## src/air_defines.vh

```
// constants for the interrupt pin router
`ifndef AIR_DEFINES_VH
`define AIR_DEFINES_VH
// register offsets
`define AIR_OFS_ROUTE_MOTION 8'h19
`define AIR_OFS_ROUTE_NEWDATA 8'h1A
`define AIR_OFS_PIN_ELECTRICAL 8'h20
`define AIR_OFS_PIN_MODE 8'h21
// field positions
`define AIR_BIT_SIGMOT_ROUTE 0
`define AIR_BIT_SLOPE_ROUTE 2
`define AIR_BIT_NEWDATA_ROUTE 0
`define AIR_BIT_POLARITY 0
`define AIR_BIT_DRIVE 1
`define AIR_BIT_LATCH_CLR 7
`define AIR_MODE_MSB 3
// reset values
`define AIR_RST_POLARITY 1'b1
`define AIR_RST_DRIVE 1'b0
`define AIR_RST_MODE 4'h0
`define AIR_RDATA_ZERO 8'h00
// output mode low bits: 000 follows, 111 latched, rest timed
`define AIR_MODE_FOLLOW 3'h0
`define AIR_MODE_LATCHED 3'h7
// clock rate and hold times in microseconds
`define AIR_CLK_MHZ 25
`define AIR_T_250MS_US 250000
`define AIR_T_500MS_US 500000
`define AIR_T_1S_US 1000000
`define AIR_T_2S_US 2000000
`define AIR_T_4S_US 4000000
`define AIR_T_8S_US 8000000
`define AIR_T_250US_US 250
`define AIR_T_500US_US 500
`define AIR_T_1MS_US 1000
`define AIR_T_12MS5_US 12500
`define AIR_T_25MS_US 25000
`define AIR_T_50MS_US 50000
`define AIR_CNT_W 28
`endif

```

## src/air_pin_hold.v

```verilog
// hold stage: timed or latched stretch of the interrupt event
`default_nettype none
module air_pin_hold #(
    parameter CNT_W = 28
) (
    // clock and reset
    input wire core_clk_i,
    input wire rst_n_i,
    // control
    input wire trig_i,
    input wire clear_i,
    input wire latch_i,
    input wire [CNT_W-1:0] load_i,
    // state
    output wire held_o
);

reg [CNT_W-1:0] cnt_q;
reg latched_q;

////////////////////////////////////////////////////////////////////////
// timed hold: restart on each event, count down to zero
always @(posedge core_clk_i or negedge rst_n_i)
begin
    if (!rst_n_i)
        cnt_q <= {CNT_W{1'b0}};
    else if (trig_i && !latch_i)
        cnt_q <= load_i;
    else if (latch_i)
        cnt_q <= {CNT_W{1'b0}};
    else if (cnt_q != {CNT_W{1'b0}})
        cnt_q <= cnt_q - {{(CNT_W-1){1'b0}}, 1'b1};
end

// latched hold: a new event wins over a clear in the same cycle
always @(posedge core_clk_i or negedge rst_n_i)
begin
    if (!rst_n_i)
        latched_q <= 1'b0;
    else if (!latch_i)
        latched_q <= 1'b0;
    else if (trig_i)
        latched_q <= 1'b1;
    else if (clear_i)
        latched_q <= 1'b0;
end

assign held_o = latched_q | (cnt_q != {CNT_W{1'b0}});

endmodule
`default_nettype wire

```

## src/air_router.v

```verilog
// interrupt pin router: source mapping, output mode, pin drive
`include "air_defines.vh"
`default_nettype none
module air_router #(
    parameter CNT_W = `AIR_CNT_W,
    parameter HOLD_250MS = `AIR_T_250MS_US * `AIR_CLK_MHZ,
    parameter HOLD_500MS = `AIR_T_500MS_US * `AIR_CLK_MHZ,
    parameter HOLD_1S = `AIR_T_1S_US * `AIR_CLK_MHZ,
    parameter HOLD_2S = `AIR_T_2S_US * `AIR_CLK_MHZ,
    parameter HOLD_4S = `AIR_T_4S_US * `AIR_CLK_MHZ,
    parameter HOLD_8S = `AIR_T_8S_US * `AIR_CLK_MHZ,
    parameter HOLD_250US = `AIR_T_250US_US * `AIR_CLK_MHZ,
    parameter HOLD_500US = `AIR_T_500US_US * `AIR_CLK_MHZ,
    parameter HOLD_1MS = `AIR_T_1MS_US * `AIR_CLK_MHZ,
    parameter HOLD_12MS5 = `AIR_T_12MS5_US * `AIR_CLK_MHZ,
    parameter HOLD_25MS = `AIR_T_25MS_US * `AIR_CLK_MHZ,
    parameter HOLD_50MS = `AIR_T_50MS_US * `AIR_CLK_MHZ
) (
    // clock and reset
    input wire core_clk_i,
    input wire rst_n_i,
    // register port from the serial front end
    input wire reg_wr_i,
    input wire reg_rd_i,
    input wire [7:0] reg_addr_i,
    input wire [7:0] reg_wdata_i,
    output reg [7:0] reg_rdata_o,
    // interrupt sources and their enables
    input wire sigmot_evt_i,
    input wire [2:0] slope_evt_i,
    input wire newdata_evt_i,
    input wire [2:0] slope_irq_enable_i,
    input wire newdata_irq_enable_i,
    // interrupt pin
    output reg interrupt_pin_one_o,
    output reg interrupt_pin_one_oe_o
);

reg rst_meta_q;
reg rst_sync_q;
reg significant_motion_route_q;
reg slope_route_q;
reg newdata_route_q;
reg pin_polarity_sel_q;
reg pin_drive_sel_q;
reg [3:0] mode_q;
reg src_prev_q;
reg [CNT_W-1:0] hold_len;
wire [2:0] mode_low;
wire latch_mode;
wire follow_mode;
wire latch_clr;
wire any_src;
wire trig;
wire held;
wire asserted;

////////////////////////////////////////////////////////////////////////
// reset release through two flops
always @(posedge core_clk_i or negedge rst_n_i)
begin
    if (!rst_n_i)
    begin
        rst_meta_q <= 1'b0;
        rst_sync_q <= 1'b0;
    end
    else
    begin
        rst_meta_q <= 1'b1;
        rst_sync_q <= rst_meta_q;
    end
end

////////////////////////////////////////////////////////////////////////
// register writes
always @(posedge core_clk_i or negedge rst_sync_q)
begin
    if (!rst_sync_q)
    begin
        significant_motion_route_q <= 1'b0;
        slope_route_q <= 1'b0;
        newdata_route_q <= 1'b0;
        pin_polarity_sel_q <= `AIR_RST_POLARITY;
        pin_drive_sel_q <= `AIR_RST_DRIVE;
        mode_q <= `AIR_RST_MODE;
    end
    else if (reg_wr_i)
    begin
        case (reg_addr_i)
            `AIR_OFS_ROUTE_MOTION:
            begin
                significant_motion_route_q <=
                    reg_wdata_i[`AIR_BIT_SIGMOT_ROUTE];
                slope_route_q <= reg_wdata_i[`AIR_BIT_SLOPE_ROUTE];
            end
            `AIR_OFS_ROUTE_NEWDATA:
                newdata_route_q <= reg_wdata_i[`AIR_BIT_NEWDATA_ROUTE];
            `AIR_OFS_PIN_ELECTRICAL:
            begin
                pin_polarity_sel_q <= reg_wdata_i[`AIR_BIT_POLARITY];
                pin_drive_sel_q <= reg_wdata_i[`AIR_BIT_DRIVE];
            end
            `AIR_OFS_PIN_MODE:
                mode_q <= reg_wdata_i[`AIR_MODE_MSB:0];
            default:
                mode_q <= mode_q; // unmapped writes are dropped
        endcase
    end
end

// register reads, reserved bits and the clear bit read as zero
always @(posedge core_clk_i or negedge rst_sync_q)
begin
    if (!rst_sync_q)
        reg_rdata_o <= `AIR_RDATA_ZERO;
    else if (reg_rd_i)
    begin
        reg_rdata_o <= `AIR_RDATA_ZERO;
        case (reg_addr_i)
            `AIR_OFS_ROUTE_MOTION:
            begin
                reg_rdata_o[`AIR_BIT_SIGMOT_ROUTE] <=
                    significant_motion_route_q;
                reg_rdata_o[`AIR_BIT_SLOPE_ROUTE] <= slope_route_q;
            end
            `AIR_OFS_ROUTE_NEWDATA:
                reg_rdata_o[`AIR_BIT_NEWDATA_ROUTE] <= newdata_route_q;
            `AIR_OFS_PIN_ELECTRICAL:
            begin
                reg_rdata_o[`AIR_BIT_POLARITY] <= pin_polarity_sel_q;
                reg_rdata_o[`AIR_BIT_DRIVE] <= pin_drive_sel_q;
            end
            `AIR_OFS_PIN_MODE:
                reg_rdata_o[`AIR_MODE_MSB:0] <= mode_q;
            default:
                reg_rdata_o <= `AIR_RDATA_ZERO;
        endcase
    end
end

////////////////////////////////////////////////////////////////////////
// latch clear strobe
assign latch_clr = reg_wr_i && (reg_addr_i == `AIR_OFS_PIN_MODE) &&
    reg_wdata_i[`AIR_BIT_LATCH_CLR];

// source gating and merge
// route gating
assign any_src = (sigmot_evt_i & significant_motion_route_q) |
    (|(slope_evt_i & slope_irq_enable_i) & slope_route_q) |
    (newdata_evt_i & newdata_irq_enable_i & newdata_route_q);

// rising edge of the merged source starts a hold
always @(posedge core_clk_i or negedge rst_sync_q)
begin
    if (!rst_sync_q)
        src_prev_q <= 1'b0;
    else
        src_prev_q <= any_src;
end

assign trig = any_src & ~src_prev_q;

////////////////////////////////////////////////////////////////////////
// mode decode
assign mode_low = mode_q[2:0];
assign follow_mode = (mode_low == `AIR_MODE_FOLLOW);
assign latch_mode = (mode_low == `AIR_MODE_LATCHED);

always @*
begin
    hold_len = {CNT_W{1'b0}};
    case ({mode_q[`AIR_MODE_MSB], mode_low})
        4'h1: hold_len = HOLD_250MS[CNT_W-1:0];
        4'h2: hold_len = HOLD_500MS[CNT_W-1:0];
        4'h3: hold_len = HOLD_1S[CNT_W-1:0];
        4'h4: hold_len = HOLD_2S[CNT_W-1:0];
        4'h5: hold_len = HOLD_4S[CNT_W-1:0];
        4'h6: hold_len = HOLD_8S[CNT_W-1:0];
        4'h9: hold_len = HOLD_250US[CNT_W-1:0];
        4'hA: hold_len = HOLD_500US[CNT_W-1:0];
        4'hB: hold_len = HOLD_1MS[CNT_W-1:0];
        4'hC: hold_len = HOLD_12MS5[CNT_W-1:0];
        4'hD: hold_len = HOLD_25MS[CNT_W-1:0];
        4'hE: hold_len = HOLD_50MS[CNT_W-1:0];
        default: hold_len = {CNT_W{1'b0}};
    endcase
end

// timed and latched stretching
air_pin_hold #(
    .CNT_W(CNT_W)
) u_hold (
    .core_clk_i(core_clk_i),
    .rst_n_i(rst_sync_q),
    .trig_i(trig),
    .clear_i(latch_clr),
    .latch_i(latch_mode),
    .load_i(hold_len),
    .held_o(held)
);

// follow mode uses the live source
assign asserted = follow_mode ? any_src : held;

////////////////////////////////////////////////////////////////////////
// pin drive
always @(posedge core_clk_i or negedge rst_sync_q)
begin
    if (!rst_sync_q)
    begin
        interrupt_pin_one_o <= ~`AIR_RST_POLARITY;
        interrupt_pin_one_oe_o <= 1'b1;
    end
    else
    begin
        interrupt_pin_one_o <= asserted ~^ pin_polarity_sel_q;
        interrupt_pin_one_oe_o <= pin_drive_sel_q ? asserted : 1'b1;
    end
end

endmodule
`default_nettype wire

```

## config.mk

```make
export PLATFORM = sky130hd
export DESIGN_NAME = air_router
export DESIGN_NICKNAME = d
export VERILOG_FILES = /design/src/air_pin_hold.v /design/src/air_router.v
export VERILOG_INCLUDE_DIRS = /design/src
export SDC_FILE = /design/constraint.sdc
export NUM_CORES = 1
export LEC_CHECK = 0
export ABC_AREA = 0
export CAP_MARGIN = 40
export CORE_MARGIN = 4
export CORE_UTILIZATION = 45
export CTS_BUF_LIST = sky130_fd_sc_hd__clkbuf_4 sky130_fd_sc_hd__clkbuf_8
export DETAILED_ROUTE_END_ITERATION = 10
export DONT_BUFFER_PORTS = 1
export GPL_TIMING_DRIVEN = 0
export HOLD_SLACK_MARGIN = 0.12
export SLEW_MARGIN = 10
export SYNTH_ARGS = -nofsm -noshare
export SYNTH_HDL_FRONTEND = slang
export SYNTH_HIERARCHICAL = 1
export SYNTH_SLANG_ARGS = --single-unit
```

## constraint.sdc

```tcl
create_clock -name core_clk_i -period 2.55 [get_ports core_clk_i]
set_clock_uncertainty 0.1 [all_clocks]
set_input_delay 0 -clock core_clk_i [delete_from_list [all_inputs] [get_ports core_clk_i]]
set_output_delay 0 -clock core_clk_i [all_outputs]
set_load 0.03 [all_outputs]
```

Word-level counts from Yosys, hierarchy flattened --
Memory sizes are Yosys's and may differ from the RTL's. Cells that the tools add are included.
Word-level totals: register bits 47, memory bits (read-only) 432, bits of input ports 29, output and inout bits 10, logic and storage cells 57, memories 1
Memory list:
- (name not given) | depth 16, width 27, rd ports 1, clocked after Yosys merged registers in 0, wr ports 0, line air_router.v:172 | case ({mode_q[`AIR_MODE_MSB], mode_low})
Operators by class: add/sub/neg operators 1, equality and inequality tests 6, mux-type cells 12, bitwise logic cells 11, reductions and logical operators 12
Operator list (count):
- 28-bit two-way mux | 3
- 28-bit nonzero test | 1
- 28-bit by 1-bit subtractor with 28-bit output (second input constant) | 1
- 8-bit by 5-bit == test with 1-bit output (second input constant) | 2
- 8-bit by 6-bit == test with 1-bit output (second input constant) | 2
- 2-bit AND reduction | 4
- 1-bit two-way mux | 6
- 1-bit bitwise AND | 5
- 1-bit case mux with 2 select lines | 2
- 1-bit case mux with 4 select lines | 1
- 3-bit bitwise AND | 1
- 3-bit == test (second input constant) | 1
- 1-bit logical AND | 3
- 3-bit zero test | 1
- 3-bit by 2-bit inequality test with 1-bit output (second input constant) | 1
- 1-bit bitwise OR | 3
- 3-bit nonzero test | 1
- 3-bit OR reduction | 1
- 1-bit zero test | 1
- 1-bit inverter | 1
- 1-bit bitwise XNOR | 1

Depth between registers and ports, before layout --
depth after elaboration 8, gate-level depth with buffers 10, depth with buffers taken out 9

Modules after synthesis --
The synthesis kept the hierarchy.
By module, submodules not included:
- air_pin_hold | times used 1, cells each 204, area an instance 1908.1 um^2, sequential area each 725.7 um^2
- air_router | times used 1, cells each 162, area an instance 1426.4 um^2, sequential area each 452.9 um^2

Least setup slack after synthesis --
Ideal clock, no wire load.
kind register to register, from register newdata_route_q, to register u_hold.cnt_q[13], setup time 0.065 ns, data arrival time 2.284 ns, required time 2.385 ns, path slack 0.101 ns, cell stages (with the launch flop) 8, path buffers 0, period minus slack after synthesis 2.449 ns, cells stage by stage dfrtp_1 > a32oi_1 > a21oi_1 > or4_1 > or4_1 > o31ai_1 > o2bb2ai_1 > o21ba_1
On the way: longest elaborated chain between the ends 5, elaborated cells on any way between the ends 6, those cells by class mux: 1; bitwise: 3; reduce/logical: 2
RTL lines:
- start: declaration | line air_router.v:43 | reg newdata_route_q;
- start signal: assignment | line air_router.v:97 | newdata_route_q <= reg_wdata_i[`AIR_BIT_NEWDATA_ROUTE];
- 1-bit bitwise AND * | line air_router.v:150 | (newdata_evt_i & newdata_irq_enable_i & newdata_route_q);
- 1-bit bitwise OR * | line air_router.v:149 | (|(slope_evt_i & slope_irq_enable_i) & slope_route_q) |
- 1-bit bitwise AND * | line air_router.v:161 | assign trig = any_src & ~src_prev_q;
- named net trig | line air_router.v:54 | wire trig;
- 1-bit logical AND * | line air_pin_hold.v:27 | else if (trig_i && !latch_i)
- 3-bit nonzero test (no source line) or 28-bit two-way mux (tied branches)
- end signal: assignment | line air_pin_hold.v:26 | cnt_q <= {CNT_W{1'b0}};
- end signal: assignment | line air_pin_hold.v:28 | cnt_q <= load_i;
- end signal: assignment | line air_pin_hold.v:30 | cnt_q <= {CNT_W{1'b0}};
- end: declaration | line air_pin_hold.v:18 | reg [CNT_W-1:0] cnt_q;
Mark *: on every way through the listed nets, which the timed path passes. The rest lies on a longest branch. A chain may end at the register's enable or synchronous reset.

Worst setup path after layout --
from register u_hold.cnt_q[12], to register u_hold.cnt_q[3]
On the way: longest elaborated chain between the ends 2
RTL lines:
- 28-bit nonzero test | line air_pin_hold.v:31 | else if (cnt_q != {CNT_W{1'b0}})
- 3-bit nonzero test (no source line)
Every way passes these cells.

==> metrics <==
status finished with violations; failing checks negative setup slack; die area 8851 µm²; final setup margin -0.03306 ns; commonest non-fill, non-tap cell in the layout dfrtp_1; Slew Viols, Final 0; NumNets Final 462; biggest regs u_hold/cnt_q (28), mode_q (4), reg_rdata_o (4); Distinct cells, synth 70; CP Class reg -> reg; clk slew on worst S/H paths 0.09 ns; clock tree buffer depth 2; Initial Util 0.4622; worst path arrival time about 2.7 ns; share of cells above drive strength 1 0.2104; Mapped Area approximately 3300 µm²; final cell count without fillers 522; Total Wirelength 9644 µm; Worst-Margin Slew roughly 0.67 ns; final hold vios 0; Placed Cells incl. Taps 470; GR Util All Layers 0.2283; final setup vio count 2; Die Width roughly 94 µm; met3 Resource Use GR 0.04247; root buf cell clkbuf_8; maximum VDD drop roughly 310 µV; placed wire-length estimate ~6500 µm; clock latency on the worst-skew pair 0.30 ns; post-synthesis register bit count 47; Max Cap Viol 0; Synth-to-Final Area Change 26.90%; Critical Path Start Type flop; crit-path max FO 7; Final min period approximately 2.6 ns; cts bufs inserted 5; clock sinks 47; Lkg Pwr 1.747 nW; ys flop type dfrtp_1; hold_ws about 0.13 ns; GR met2 Demand/Resource 0.3779; wire per inst around 18 µm; Via Count around 3100; Cells after Synth around 370; CTS tree done; Yosys warning total 6; vias in the first global route approximately 3000; TritonRoute pass-1 iters 6; DRC Markers 0; EDFF count, synth 0; IO Pins 39; first-pass GRT wire length 15610 µm; RePlAce Congestion ~0.91; post-synthesis async set-or-reset flop share 1.000; unrepaired setup endpoints after global routing true; Area after DPL 3495 µm²; Rel. slew slack 0.5506; period utilization 1.013; number of antenna diodes 0; most frequent cells in the layout dfrtp_1 (41), dlygate4sd3_1 (31), nor2_1 (30); CP Capture Type flop; Fmax achieved 387.1 MHz; Antenna Nets Post-Route 0; largest net degree at the start of global routing 25; H-Tree Depth 2; design area around 4200 µm²; Row Count 31; Biggest register u_hold/cnt_q; initial antenna violation count 0; Avg Synthesized Cell Area 9.111 µm²; Hold WC Path Type in -> reg; Critical Path RT between 2 and 3 ns; Port-buffer cells 0; Via density 5.948; Pwr Density between 700 and 800 nW/µm²; Largest register FFs 28; Die Y around 94 µm; GRT Residual Overflow 0; Core Footprint around 7200 µm²; setup_tns -0.03527 ns; met1 usage 0.3013; post-synthesis sequential area ratio 0.3535; initial DRC count 247; grt peak-use layer met2
[synth_stat cells, drive strengths merged, types with 8 or more instances]
| master | n | area (µm²) |
|---|---|---|
| xnor2 | 10 | 87.58 |
| nor4 | 17 | 150.1 |
| nor3 | 18 | 111.4 |
| inv | 14 | 52.55 |
| nand3 | 8 | 40.04 |
| ha | 11 | 137.6 |
| mux2 | 11 | 123.9 |
| nor2b | 9 | 56.30 |
| or3 | 10 | 62.56 |
| nor2 | 30 | 112.6 |
| buf | 11 | 72.57 |
| o21ai | 16 | 80.08 |
| clkbuf | 15 | 56.30 |
| a211oi | 8 | 90.08 |
| dfrtp | 45 | 1126 |
| nand2 | 20 | 75.07 |
| or4 | 8 | 67.56 |
| a21oi | 22 | 110.1 |
[metal layers]
| metal | part of all wire | vias to the layer above |
|---|---|---|
| met5 | 0 | - |
| met1 | 0.44 | 1536 |
| met2 | 0.49 | 95 |
| met4 | 0.022 | 0 |
| li1 | - | 1459 |
| met3 | 0.049 | 15 |
[per-stage QoR]
| stage | util | power (mW) | worst slack (ns) |
|---|---|---|---|
| floorplan | - | 1.969 | 0.1007 |
| global placement | 0.4814 | 2.199 | -0.6042 |
| detailed placement | 0.4844 | 2.217 | -0.6148 |
| CTS | 0.5586 | 2.873 | -0.02611 |
| global route | 0.5865 | 3.162 | -0.07999 |
| finish | 0.5865 | 2.962 | -0.03306 |
[final timing paths]
path	from	endpoint	slack [ns]	depth (start not counted)
min reg2reg	rst_sync_q$_DFF_PN0_	reg_rdata_o[1]$_DFFE_PN0P_	0.16	0
min in group asynchronous	rst_sync_q$_DFF_PN0_	reg_rdata_o[1]$_DFFE_PN0P_	0.16	0
min	slope_irq_enable_i[2]	interrupt_pin_one_o$_DFF_PN0_	0.13	3
max in group asynchronous	rst_sync_q$_DFF_PN0_	u_hold/cnt_q[10]$_DFFE_PN0P_	1.68	1
max	u_hold/cnt_q[12]$_DFFE_PN0P_	u_hold/cnt_q[3]$_DFFE_PN0P_	-0.03	6
max reg2reg	u_hold/cnt_q[12]$_DFFE_PN0P_	u_hold/cnt_q[3]$_DFFE_PN0P_	-0.03	6
[final cells by class]
cell class | instances | area, µm²
Timing Repair Buffer | 47 | 478.0
Clock buffer | 6 | 82.58
Inverter | 15 | 56.30
Sequential cell | 47 | 1184
Clock inverter | 2 | 35.03
Multi-Input combinational cell | 282 | 2130
Fill cell | 657 | 2983
Tap cell | 99 | 123.9
Buffer | 24 | 142.6
[power by group]
| group | internal [mW] | switching (mW) |
|---|---|---|
| logic | 0.535 | 0.574 |
| clock network | 0.318 | 0.265 |
| registers | 0.965 | 0.306 |
[logic make-up (layout without fill, tap and decap cells)]
logic type / Yosys count / in the layout / share of synthesized area
AO/OA/AOI/OAI: 87 / 87 / 0.1887
flip-flops: 47 / 47 / 0.3535
adder cells (fa/ha/maj): 11 / 11 / 0.04128
AND/OR/NAND/NOR: 152 / 152 / 0.2814
other: 2 / 6 / 0.002252
buffers and inverters: 41 / 94 / 0.05553
XOR/XNOR: 13 / 13 / 0.03415
multiplexers: 13 / 13 / 0.04315
[critical path, stage by stage, from the launching register on]
cell and delay [ns]:
dfrtp_1 0.39, or4_4 0.57, or4_4 0.57, or3_1 0.34, buf_6 0.15, a221oi_2 0.23
nor3_1 0.08
[what timing repair did]
item | 4_1_cts | 5_1_grt
cloned | 0 | 1
hold buffers | 32 | 1
buffers inserted | 5 | 8
pin swaps | 2 | 6
gates resized for setup | 12 | 22
endpoints found under the setup margin | 28 | 20
hold endpoints to repair | 19 | 3
Power figures use the tool's default switching activity.
